--- src/logic/txwb_pkg.sv ---
// Package: constants, register map and bus carriers for the transmit status writeback block
package txwb_pkg;

  // Register byte offsets
  localparam logic [7:0] OFF_CTRL   = 8'h00;
  localparam logic [7:0] OFF_DESC   = 8'h04;
  localparam logic [7:0] OFF_CMD    = 8'h08;
  localparam logic [7:0] OFF_STATUS = 8'h0c;

  // Field positions
  localparam int CTRL_DISABLE_RETRY_SETTING_BIT   = 0;
  localparam int CTRL_AUI_BIT    = 1;
  localparam int CMD_START_BIT   = 0;
  localparam int ST_RES_BIT      = 13;
  localparam int ST_LATE_COLLISION_FLAG_BIT     = 12;
  localparam int ST_CARRIER_LOST_FLAG_BIT     = 11;
  localparam int ST_RETRY_FAILURE_FLAG_BIT     = 10;
  localparam int ST_FDC_MSB      = 9;
  localparam int ST_BUSY_BIT     = 16;
  localparam int ST_DONE_BIT     = 17;
  localparam int DESC_FIXED_ONE_NIBBLE_MSB   = 15;
  localparam int DESC_FIXED_ONE_NIBBLE_LSB   = 12;
  localparam int DESC_BCNT_MSB   = 11;

  // Reset values
  localparam logic [1:0]  CTRL_RST   = 2'h0;
  localparam logic [15:0] DESC_RST   = 16'hf000;
  localparam logic [15:0] STATUS_RST = 16'h0000;

  // Timing figures and cycle counts (200 MHz system clock)
  localparam int CLK_NS       = 5;
  localparam int FDC_TICK_NS  = 100;
  localparam int BYTE_NS      = 800;
  localparam int SLOT_NS      = 51200;
  localparam int IFG_NS       = 9600;
  localparam int FDC_TICK_CYC = FDC_TICK_NS / CLK_NS;
  localparam int BYTE_CYC     = BYTE_NS / CLK_NS;
  localparam int SLOT_CYC     = (SLOT_NS + CLK_NS - 1) / CLK_NS;
  localparam int IFG_CYC      = (IFG_NS + CLK_NS - 1) / CLK_NS;
  localparam int RETRY_LIMIT  = 16;

  // Bus answers
  localparam logic [1:0] RESP_OKAY   = 2'h0;
  localparam logic [1:0] RESP_SLVERR = 2'h2;

  // AXI4-Lite, master to slave
  typedef struct packed {
    logic       awvalid;
    logic [7:0] awaddr;
    logic       wvalid;
    logic [31:0] wdata;
    logic [3:0] wstrb;
    logic       bready;
    logic       arvalid;
    logic [7:0] araddr;
    logic       rready;
  } axil_m2s_t;

  // AXI4-Lite, slave to master
  typedef struct packed {
    logic        awready;
    logic        wready;
    logic        bvalid;
    logic [1:0]  bresp;
    logic        arready;
    logic        rvalid;
    logic [31:0] rdata;
    logic [1:0]  rresp;
  } axil_s2m_t;

  // Transmit engine states
  typedef enum logic [2:0] {
    ST_IDLE = 3'b001,
    ST_SEND = 3'b010,
    ST_WAIT = 3'b100
  } tx_state_t;

endpackage

--- src/logic/tx_status_writeback.sv ---
// Transmit engine with descriptor byte count and status writeback over AXI4-Lite
// Summary of operation
// - Length is negated byte count; exactly that many bytes sent, count unchanged.
// - Any buffer length accepted, zero bytes included, no minimum size.
// - Reserved status bit 13 always written back as zero.
// - Collision after slot time sets late collision flag, bit 12.
// - No retransmission after a late collision.
// - In AUI mode, carrier lost during own frame sets carrier lost flag.
// - Carrier loss never aborts; whole frame still sent.
// - With disable retry set, first failed attempt sets retry failure flag.
// - 10-bit fault distance counts at 10 MHz from start to collision or carrier loss.
`timescale 1ns/10ps
`default_nettype none
module tx_status_writeback #(
  parameter int SLOT_CYC    = txwb_pkg::SLOT_CYC,
  parameter int RETRY_LIMIT = txwb_pkg::RETRY_LIMIT
) (
  // Clock, reset, enable
  input  wire logic            i_clk_sys,
  input  wire logic            i_sys_rst,
  input  wire logic            i_clk_en,
  // Register bus
  input  wire txwb_pkg::axil_m2s_t i_axil,
  output var  txwb_pkg::axil_s2m_t o_axil,
  // Medium side pins
  input  wire logic            i_collision,
  input  wire logic            i_carrier,
  // Transmit engine
  output logic                 o_tx_active,
  output logic                 o_tx_byte
);

  // Byte-lane merge for register writes
  function automatic logic [15:0] merge16(input logic [15:0] old, input logic [31:0] d,
                                          input logic [3:0] s);
    merge16 = {s[1] ? d[15:8] : old[15:8], s[0] ? d[7:0] : old[7:0]};
  endfunction

  logic [1:0]  ctrl_r;
  logic [15:0] desc_r;
  logic [15:0] status_r;
  logic        done_r;
  logic        aw_have_r, w_have_r, bvalid_r, rvalid_r;
  logic [7:0]  awaddr_r;
  logic [31:0] wdata_r, rdata_r;
  logic [3:0]  wstrb_r;
  logic [1:0]  bresp_r, rresp_r;
  txwb_pkg::tx_state_t st_r, st_nxt;
  logic        coll_m_r, coll_s_r, car_m_r, car_s_r, car_seen_r;
  logic [11:0] bytes_left_r;
  logic [7:0]  byte_tmr_r;
  logic [15:0] elapsed_r;
  logic [11:0] gap_r;
  logic [4:0]  fdc_tmr_r;
  logic [9:0]  fdc_r;
  logic        fdc_stop_r;
  logic [4:0]  attempts_r;
  logic        byte_stb_r;

  // Synchronisers for medium pins
  always_ff @(posedge i_clk_sys) begin
    if (i_sys_rst) begin
      {coll_m_r, coll_s_r, car_m_r, car_s_r} <= 4'h0;
    end else if (i_clk_en) begin
      {coll_m_r, coll_s_r} <= {i_collision, coll_m_r};
      {car_m_r, car_s_r}   <= {i_carrier, car_m_r};
    end
  end

  // Bus decode
  wire        wr_fire  = aw_have_r && w_have_r && !bvalid_r;
  wire        ar_fire  = i_axil.arvalid && !rvalid_r;
  wire        wr_ctrl  = wr_fire && awaddr_r == txwb_pkg::OFF_CTRL;
  wire        wr_desc  = wr_fire && awaddr_r == txwb_pkg::OFF_DESC;
  wire        wr_cmd   = wr_fire && awaddr_r == txwb_pkg::OFF_CMD;
  wire        wr_map   = wr_ctrl || wr_desc || wr_cmd || awaddr_r == txwb_pkg::OFF_STATUS;
  wire        rd_map   = i_axil.araddr inside {txwb_pkg::OFF_CTRL, txwb_pkg::OFF_DESC,
                                               txwb_pkg::OFF_CMD, txwb_pkg::OFF_STATUS};
  wire        disable_retry_setting     = ctrl_r[txwb_pkg::CTRL_DISABLE_RETRY_SETTING_BIT];
  wire        aui      = ctrl_r[txwb_pkg::CTRL_AUI_BIT];
  wire        start    = wr_cmd && wstrb_r[0] && wdata_r[txwb_pkg::CMD_START_BIT]
                         && st_r == txwb_pkg::ST_IDLE;
  wire [11:0] tx_len   = 12'(~desc_r[txwb_pkg::DESC_BCNT_MSB:0] + 12'h001);
  wire [31:0] rd_word  = (i_axil.araddr == txwb_pkg::OFF_CTRL) ? {30'h0, ctrl_r} :
                         (i_axil.araddr == txwb_pkg::OFF_DESC) ? {16'h0, desc_r} :
                         (i_axil.araddr == txwb_pkg::OFF_STATUS) ?
                         {14'h0, done_r, st_r != txwb_pkg::ST_IDLE, status_r} : 32'h0;

  // Handshake outputs; gated by the enable so no handshake completes while the flops are frozen
  // Trade-off: valid drops during a stall rather than letting a response be taken twice
  always_comb begin
    o_axil.awready = i_clk_en && !aw_have_r;
    o_axil.wready  = i_clk_en && !w_have_r;
    o_axil.bvalid  = i_clk_en && bvalid_r;
    o_axil.bresp   = bresp_r;
    o_axil.arready = i_clk_en && !rvalid_r;
    o_axil.rvalid  = i_clk_en && rvalid_r;
    o_axil.rdata   = rdata_r;
    o_axil.rresp   = rresp_r;
  end

  // Write channels: address and data held until both arrive
  always_ff @(posedge i_clk_sys) begin
    if (i_sys_rst) begin
      {aw_have_r, w_have_r, bvalid_r} <= 3'h0;
      awaddr_r <= 8'h00;
      wdata_r  <= 32'h0;
      wstrb_r  <= 4'h0;
      bresp_r  <= txwb_pkg::RESP_OKAY;
    end else if (i_clk_en) begin
      if (i_axil.awvalid && !aw_have_r) begin
        aw_have_r <= 1'b1;
        awaddr_r  <= i_axil.awaddr;
      end
      if (i_axil.wvalid && !w_have_r) begin
        w_have_r <= 1'b1;
        wdata_r  <= i_axil.wdata;
        wstrb_r  <= i_axil.wstrb;
      end
      if (wr_fire) begin
        {aw_have_r, w_have_r, bvalid_r} <= 3'b001;
        bresp_r <= wr_map ? txwb_pkg::RESP_OKAY : txwb_pkg::RESP_SLVERR;
      end else if (bvalid_r && i_axil.bready) begin
        bvalid_r <= 1'b0;
      end
    end
  end

  // Read channel: one cycle to answer
  always_ff @(posedge i_clk_sys) begin
    if (i_sys_rst) begin
      rvalid_r <= 1'b0;
      rdata_r  <= 32'h0;
      rresp_r  <= txwb_pkg::RESP_OKAY;
    end else if (i_clk_en) begin
      if (ar_fire) begin
        rvalid_r <= 1'b1;
        rdata_r  <= rd_word;
        rresp_r  <= rd_map ? txwb_pkg::RESP_OKAY : txwb_pkg::RESP_SLVERR;
      end else if (rvalid_r && i_axil.rready) begin
        rvalid_r <= 1'b0;
      end
    end
  end

  // Control and descriptor registers; descriptor never rewritten by the engine
  always_ff @(posedge i_clk_sys) begin
    if (i_sys_rst) begin
      ctrl_r <= txwb_pkg::CTRL_RST;
      desc_r <= txwb_pkg::DESC_RST;
    end else if (i_clk_en) begin
      if (wr_ctrl) ctrl_r <= 2'(merge16({14'h0, ctrl_r}, wdata_r, wstrb_r));
      // nibble kept as host wrote it
      if (wr_desc && st_r == txwb_pkg::ST_IDLE) desc_r <= merge16(desc_r, wdata_r, wstrb_r);
    end
  end

  // Attempt outcome decode
  wire byte_end  = st_r == txwb_pkg::ST_SEND && byte_tmr_r == 8'(txwb_pkg::BYTE_CYC - 1);
  wire last_byte = byte_end && bytes_left_r == 12'h001;
  wire coll_ev   = st_r == txwb_pkg::ST_SEND && coll_s_r;
  wire late_coll = coll_ev && elapsed_r >= 16'(SLOT_CYC);
  wire early_col = coll_ev && !late_coll;
  wire give_up   = early_col && (disable_retry_setting || attempts_r == 5'(RETRY_LIMIT - 1));
  wire car_loss  = st_r == txwb_pkg::ST_SEND && aui && car_seen_r && !car_s_r;
  wire fdc_tick  = fdc_tmr_r == 5'(txwb_pkg::FDC_TICK_CYC - 1);

  // Next state
  always_comb begin
    st_nxt = st_r;
    unique case (st_r)
      txwb_pkg::ST_IDLE: begin
        if (start && tx_len != 12'h000) st_nxt = txwb_pkg::ST_SEND;
      end
      txwb_pkg::ST_SEND: begin
        if (late_coll || give_up || (!coll_ev && last_byte)) st_nxt = txwb_pkg::ST_IDLE;
        else if (early_col) st_nxt = txwb_pkg::ST_WAIT;
      end
      txwb_pkg::ST_WAIT: begin
        if (gap_r == 12'h000) st_nxt = txwb_pkg::ST_SEND;
      end
      default: st_nxt = txwb_pkg::ST_IDLE;
    endcase
  end

  // Engine counters
  always_ff @(posedge i_clk_sys) begin
    if (i_sys_rst) begin
      st_r         <= txwb_pkg::ST_IDLE;
      bytes_left_r <= 12'h000;
      byte_tmr_r   <= 8'h00;
      elapsed_r    <= 16'h0000;
      gap_r        <= 12'h000;
      attempts_r   <= 5'h00;
      byte_stb_r   <= 1'b0;
      car_seen_r   <= 1'b0;
    end else if (i_clk_en) begin
      st_r       <= st_nxt;
      byte_stb_r <= byte_end && !coll_ev;
      if (start) attempts_r <= 5'h00;
      else if (early_col) attempts_r <= attempts_r + 5'h01;
      if (st_r != txwb_pkg::ST_SEND) begin
        bytes_left_r <= tx_len;
        byte_tmr_r   <= 8'h00;
        elapsed_r    <= 16'h0000;
        car_seen_r   <= 1'b0;
      end else begin
        byte_tmr_r <= byte_end ? 8'h00 : byte_tmr_r + 8'h01;
        if (byte_end) bytes_left_r <= bytes_left_r - 12'h001;
        if (elapsed_r != 16'hffff) elapsed_r <= elapsed_r + 16'h0001;
        if (car_s_r) car_seen_r <= 1'b1;
      end
      gap_r <= (st_r == txwb_pkg::ST_WAIT) ? gap_r - 12'h001 : 12'(txwb_pkg::IFG_CYC - 1);
    end
  end

  // Fault distance counter at 10 MHz; restarts with each attempt
  always_ff @(posedge i_clk_sys) begin
    if (i_sys_rst) begin
      fdc_tmr_r  <= 5'h00;
      fdc_r      <= 10'h000;
      fdc_stop_r <= 1'b0;
    end else if (i_clk_en) begin
      if (start || st_r == txwb_pkg::ST_WAIT) begin
        fdc_tmr_r  <= 5'h00;
        fdc_r      <= 10'h000;
        fdc_stop_r <= 1'b0;
      end else if (st_r == txwb_pkg::ST_SEND) begin
        fdc_tmr_r <= fdc_tick ? 5'h00 : fdc_tmr_r + 5'h01;
        if (coll_ev || car_loss) fdc_stop_r <= 1'b1;
        else if (fdc_tick && !fdc_stop_r) fdc_r <= fdc_r + 10'h001;
      end
    end
  end

  // Status writeback at end of frame; flags cleared by next start
  always_ff @(posedge i_clk_sys) begin
    if (i_sys_rst) begin
      status_r <= txwb_pkg::STATUS_RST;
      done_r   <= 1'b0;
    end else if (i_clk_en) begin
      if (start) begin
        status_r <= txwb_pkg::STATUS_RST;
        done_r   <= tx_len == 12'h000;
      end else begin
        status_r[txwb_pkg::ST_RES_BIT] <= 1'b0;
        if (late_coll) status_r[txwb_pkg::ST_LATE_COLLISION_FLAG_BIT] <= 1'b1;
        if (car_loss) status_r[txwb_pkg::ST_CARRIER_LOST_FLAG_BIT] <= 1'b1;
        if (give_up) status_r[txwb_pkg::ST_RETRY_FAILURE_FLAG_BIT] <= 1'b1;
        if (st_r == txwb_pkg::ST_SEND && st_nxt == txwb_pkg::ST_IDLE) begin
          done_r <= 1'b1;
          status_r[txwb_pkg::ST_FDC_MSB:0] <= fdc_r;
        end
      end
    end
  end

  assign o_tx_active = st_r == txwb_pkg::ST_SEND;
  assign o_tx_byte   = byte_stb_r;

  // Helper: bytes sent in the current attempt
  logic [11:0] sent_r;
  always_ff @(posedge i_clk_sys) begin
    if (i_sys_rst) sent_r <= 12'h000;
    else if (i_clk_en) sent_r <= (st_r != txwb_pkg::ST_SEND) ? 12'h000 : sent_r + 12'(byte_end);
  end
endmodule
`default_nettype wire

--- config.mk ---
export PLATFORM = sky130hd
export DESIGN_NAME = tx_status_writeback
export DESIGN_NICKNAME = d
export VERILOG_FILES = /design/src/logic/txwb_pkg.sv /design/src/logic/tx_status_writeback.sv
export SDC_FILE = /design/constraint.sdc
export NUM_CORES = 1
export LEC_CHECK = 0
export BUFFER_PORTS_ARGS = -buffer_cell sky130_fd_sc_hd__buf_4
export CORE_MARGIN = 10
export CORE_UTILIZATION = 45
export DETAILED_ROUTE_END_ITERATION = 10
export PLACE_DENSITY_LB_ADDON = 0.1
export SETUP_SLACK_MARGIN = 0.1
export SLEW_MARGIN = 20
export SYNTH_ARGS = -nofsm -noshare
export SYNTH_HDL_FRONTEND = slang
export SYNTH_SLANG_ARGS = --single-unit
--- constraint.sdc ---
create_clock -name i_clk_sys -period 2.1 [get_ports i_clk_sys]
set_input_delay 0 -clock i_clk_sys [delete_from_list [all_inputs] [get_ports i_clk_sys]]
set_output_delay 0 -clock i_clk_sys [all_outputs]
set_load 0.01 [all_outputs]
# Yosys cells after proc, flatten, opt, wreduce, memory -nomap -nowiden
# Index checks and enable logic that the tools add are counted.
[classes] div_mod_pow=0 shifts=0 magnitude_cmp=1 n_addsub=8 eq_ne=18 bitwise_logic=1 reduce_logical=92 n_mul=0 muxes=46
[op_table] operator="two-way mux 18 bit" n=3
[op_table] operator="two-way mux 10 bit" n=5
[op_table] operator="two-way mux 12 bit" n=3
[op_table] operator="AND reduction 2 bit" n=17
[op_table] operator="logical AND 1 bit" n=33
[op_table] operator="equality test 8 x 4 -> 1 bit (second input constant)" n=4
[op_table] operator="two-way mux 16 bit" n=2
[op_table] operator="nonzero test 2 bit" n=15
[op_table] operator="two-way mux 5 bit" n=5
[op_table] operator="zero test 12 bit" n=2
[op_table] operator="subtractor 12 x 1 -> 12 bit (second input constant)" n=2
[op_table] operator="two-way mux 1 bit" n=18
[op_table] operator="adder 16 x 1 -> 16 bit (second input constant)" n=1
[op_table] operator="equality test 8 x 3 -> 1 bit (second input constant)" n=2
[op_table] operator=">= comparator 16 x 14 -> 1 bit (second input constant)" n=1
[op_table] operator="zero test 8 bit" n=2
[op_table] operator="two-way mux 8 bit" n=2
[op_table] operator="inequality test 16 bit (second input constant)" n=1
[op_table] operator="two-way mux 13 bit" n=1
[op_table] operator="adder 12 x 1 -> 12 bit (second input constant)" n=1
[op_table] operator="equality test 12 x 1 -> 1 bit (second input constant)" n=1
[op_table] operator="two-way mux 3 bit" n=4
[op_table] operator="inverter 12 bit" n=1
[op_table] operator="AND reduction 3 bit" n=4
[op_table] operator="19 further kinds" n=36
[word_totals] output_inout_bits=43 input_bits=62 mem_count=0 latchBits=0 romBits=0 mem_bits_rw=0 ff_bits=177 elab_cells=200

# Longest topological paths before layout
[depth] ltp_word=14 mapped_depth=9 ltp_nobuf=8

# Worst setup path before layout
# Ideal clock, no wire load.
[synth_timing] path_kind="register -> register" start="register awaddr_r[0]" end="register fdc_r[2]" required_time_ns=2.027 n_path_buf=1 arrival_time_ns=2.148 setup_slack_ns=-0.121 setup_time_ns=0.073 path_stages_with_launch=7 period_less_slack_ns=2.221 cell_sequence="dfxtp_1 > or4_4 > nor4b_4 > a21boi_2 > buf_6 > or4_1 > a21oi_1"
[synth_via] elab_chain_cells=8 elab_cells_between_ends=11 cone_classes="eq/ne: 2; mux: 1; reduce/logical: 8"
[synth_rtl] item="start, declared" line="tx_status_writeback.sv:44" text="logic [7:0] awaddr_r;"
[synth_rtl] item="start signal, assigned" line="tx_status_writeback.sv:113" text="awaddr_r <= i_axil.awaddr;"
[synth_rtl] item="equality test 8 x 4 -> 1 bit (*)" line="tx_status_writeback.sv:75" text="wire wr_cmd = wr_fire && awaddr_r == txwb_pkg::OFF_CMD;"
[synth_rtl] item="logical AND 1 bit (*)" line="tx_status_writeback.sv:75"
[synth_rtl] item="logical AND 1 bit (*) (2 in a row)" line="tx_status_writeback.sv:81" text="wire start = wr_cmd && wstrb_r[0] && wdata_r[txwb_pkg::CMD_START_BIT]"
[synth_rtl] item="logical AND 1 bit (*)" line="tx_status_writeback.sv:82" text="&& st_r == txwb_pkg::ST_IDLE;"
[synth_rtl] item="logical OR 1 bit (*)" line="tx_status_writeback.sv:224" text="if (start || st_r == txwb_pkg::ST_WAIT) begin"
[synth_rtl] item="inequality test 2 bit (no source line) / nonzero test 2 bit (equally long branches)"
[synth_rtl] item="AND reduction 4 bit (no source line)"
[synth_rtl] item="end signal, assigned" line="tx_status_writeback.sv:231" text="else if (fdc_tick && !fdc_stop_r) fdc_r <= fdc_r + 10'h001;"
[synth_rtl] item="end, declared" line="tx_status_writeback.sv:55" text="logic [9:0] fdc_r;"
# Every way passes the cells marked *; elsewhere a longest branch is shown, timed or not.
# A chain may end at the register's enable or synchronous reset.

# Worst setup path in the final report
[layout_timing] start="register awaddr_r[4]" end="register fdc_r[2]"
# The elaborated chain is that of the path after synthesis.

==> flow_summary.json <==
{
  "status": "complete, but fails checks",
  "failed_checks": "negative setup slack",
  "finalSetupViolCount": 3,
  "critPathMaxFanout": 6,
  "finalCriticalPeriod_ps": 2150,
  "finalHoldViolations": 0,
  "finalWorstSetupSlack_ps": -50.3,
  "async_reset_ff_share_pct": 0,
  "switchingPower_mw": 1.78,
  "cp-end-kind": "flop",
  "n_fill_cell": 1485,
  "dp.cells": 1207,
  "coreArea_mm2": 0.0165,
  "ios": 105,
  "wl_met1_um": 10100,
  "antenna_found_initial": 0,
  "floorplan.initialDensity_pct": 45.7,
  "routed_wl_um": 22100,
  "clock-sinks": 160,
  "combinationalPowerShare_pct": 7.6,
  "cts_buffers": 17,
  "fin_cells": 1295,
  "drive_gt1_share_pct": 22.9,
  "yosysTopAreaCell": "dfxtp_1",
  "drtIter0Drc": 425,
  "ys_types": 67,
  "p_int_mw": 4.92,
  "clkPwrFrac_pct": 45.6,
  "syn_inst": 908,
  "synth_edf_count": 0,
  "irDropWorstVdd_mv": 0.600,
  "met2WireLength_um": 10400,
  "whs_ps": 17.7,
  "cts.clk_slew.worst_paths_ps": 70,
  "grt_pass1_vias": 6744,
  "top_layer": "met4",
  "cts-root-buf": "clkbuf_16",
  "grt_pass1_wl_um": 34900,
  "clock_skew_ps": 13.2,
  "nets": 1135,
  "p_leak_nw": 3.86,
  "wl_per_cell_um": 17.0,
  "antenna_cells": 0,
  "power_mw": 6.70,
  "seq_area_mm2": 0.00321,
  "num_rows": 47,
  "max_freq_ghz": 0.465,
  "multi_input_area_mm2": 0.00427,
  "synth-seq-cells": 160,
  "via_count": 7132,
  "hp-class": "input pin to flop",
  "clk_path_buf_depth": 2,
  "gr-total-overflow": 0,
  "cts_tree": "built",
  "tightest_slew_ps": 827,
  "htreeDepth": 4,
  "drtAntennaViolNets": 0,
  "syn_to_final_growth_pct": 33.8,
  "synth_top_area_share_pct": 42.6,
  "synth_ff_type": "dfxtp_1",
  "seq_area_frac_synth_pct": 42.6,
  "gr-usage-all-layers_pct": 19.2,
  "clk_latency_ps": 440,
  "dp_slack_ps": 18.1,
  "rsz0062_at_grt": "true",
  "fin_setup_tns_ps": -108,
  "drc": 0,
  "syn_avg_cell_area_um2": 8.28,
  "switching_share_pct": 26.5,
  "gp_congestion": 0.879,
  "dr.pass1.iters": 5,
  "crit_type": "flop to flop",
  "synthesis.area_mm2": 0.00752,
  "die_area_mm2": 0.0223,
  "required_ps": 2480,
  "max-cap-violations": 0,
  "grt_max_degree": 80,
  "vias_per_cell": 5.51,
  "start_kind": "flop",
  "r2r_cells": 6,
  "drv_slew": 0,
  "fin_crit_sh_pct": 102,
  "ys.warnings.count": 0,
  "arrival_ps": 2530,
  "dr_wl_met3_um": 1320,
  "die_h_um": 149,
  "power_frac_seq_pct": 46.8,
  "pwr_density_cell_mw_per_mm2": 666,
  "port-buffer-count": 70,
  "ys_top_cells_by_area": "dfxtp_1, a21oi_1, nand2_1, nor2_1, mux2i_1",
  "fp.dieW_um": 149,
  "dp_hpwl_um": 14800,
  "hold_depth": 4,
  "max-slew-margin-rel_pct": 44.9
}
power by group through the flow:
| stage | sequential, mW | combinational, mW | clock, mW |
|---|---|---|---|
| floorplan | 3.19 | 0.264 | 0 |
| detailed placement | 3.20 | 0.425 | 0 |
| CTS | 3.13 | 0.493 | 3.12 |
| finish | 3.13 | 0.512 | 3.05 |
| global placement | 3.20 | 0.422 | 0 |
| global route | 3.14 | 0.561 | 3.26 |
layout make-up:
cell class              instances  share of cell area, %
flip-flops and latches        160                   31.9
clock inverters                15                   1.52
inverters                      20                  0.746
clock buffers                  17                   4.23
well taps                     220                   2.74
repair buffers                191                   16.5
multi-input cells             672                   42.4
cell families after synthesis:
logic type	count (synthesis)	share of synthesized area, %
other	1	0.0499
DFF	160	42.6
muxes	26	3.48
and+or+nand+nor	367	24.6
buffers and inverters	92	5.56
adders and majority gates	11	1.83
AOI/OAI and AO/OA	216	17.8
xor gates and xnor gates	35	4.08
flip-flops by register name, summed over array words and instances (netlist names), 10 cells and up:
signal	flops
bytes_left_r	12
gap_r	12
desc_r	16
fdc_r	10
status_r	13
rdata_r	18
elapsed_r	16
wdata_r	16
metrics by stage:
stage	cell area [um2]	utilization (%)
after global placement	8590	52.2
after floorplan	7620	-
after detailed placement	8590	52.2
after global routing	10100	61.1
after CTS	9670	58.7
final	10100	61.1
layout by cell type (no fill, tap or decap), drive strengths merged, types with 18 or more instances in the layout:
cell           n
nand2         97
xnor2         24
nor2          86
mux2i         25
nor3          33
nand3         45
o21ai         30
buf          143
inv           31
dlygate4sd3   47
dfxtp        160
a21oi         94
clkbuf        18
a22oi         18
path summary, 6_finish.rpt:
path | end | from | slack (ps)
setup / recovery | fdc_r[2]$_SDFFE_PP0P_ | awaddr_r[4]$_SDFFE_PP0P_ | -50
hold / removal | rdata_r[16]$_SDFFE_PP0P_ | i_axil[4] | 20
setup reg to reg | fdc_r[2]$_SDFFE_PP0P_ | awaddr_r[4]$_SDFFE_PP0P_ | -50
hold reg to reg | rdata_r[11]$_SDFFE_PP0P_ | rdata_r[11]$_SDFFE_PP0P_ | 460
what timing repair did:
| action | in CTS | in global routing |
|---|---|---|
| buffers inserted | 0 | 6 |
| setup endpoints to repair | 25 | 71 |
| gates resized for setup | 5 | 72 |
| pin swaps | 0 | 25 |
| endpoints found under the hold margin | 49 | 0 |
| hold buffers | 47 | 0 |
| cloned | 1 | 2 |
cells in the mapped netlist (3+ instances only):
cell type,n
a211oi_1,10
a21oi_1,94
a221oi_1,3
a22oi_1,18
a311oi_1,6
a31oi_1,9
and2_1,8
and3_1,9
and3b_1,3
and4_1,3
buf_1,3
buf_2,4
buf_4,16
clkbuf_1,48
dfxtp_1,160
ha_1,11
inv_1,19
mux2i_1,25
nand2_1,97
nand2b_1,4
nand3_1,45
nand3b_1,3
nand4_1,12
nand4b_1,5
nor2_1,86
nor3_1,33
nor3b_1,3
nor4_1,12
nor4b_1,3
o211ai_1,13
o21a_1,5
o21ai_0,29
o31ai_1,9
or2_2,5
or3_1,10
or4_1,15
xnor2_1,24
xor2_1,11
metal layers:
layer  vias to the layer above  track usage, %
li1                       3546               -
met1                      3380            25.1
met2                       184            30.0
met3                        22            5.31
met4                         0            5.94
met5                         -               0
worst max-delay path, cell delays in order, from the launching register on:
cell	delay, ps
dfxtp_2	320
or4_4	550
nor4b_4	330
a21boi_4	150
buf_6	140
or4_4	470
a21oi_2	120
No activity file was read; power rests on OpenSTA's default activity.
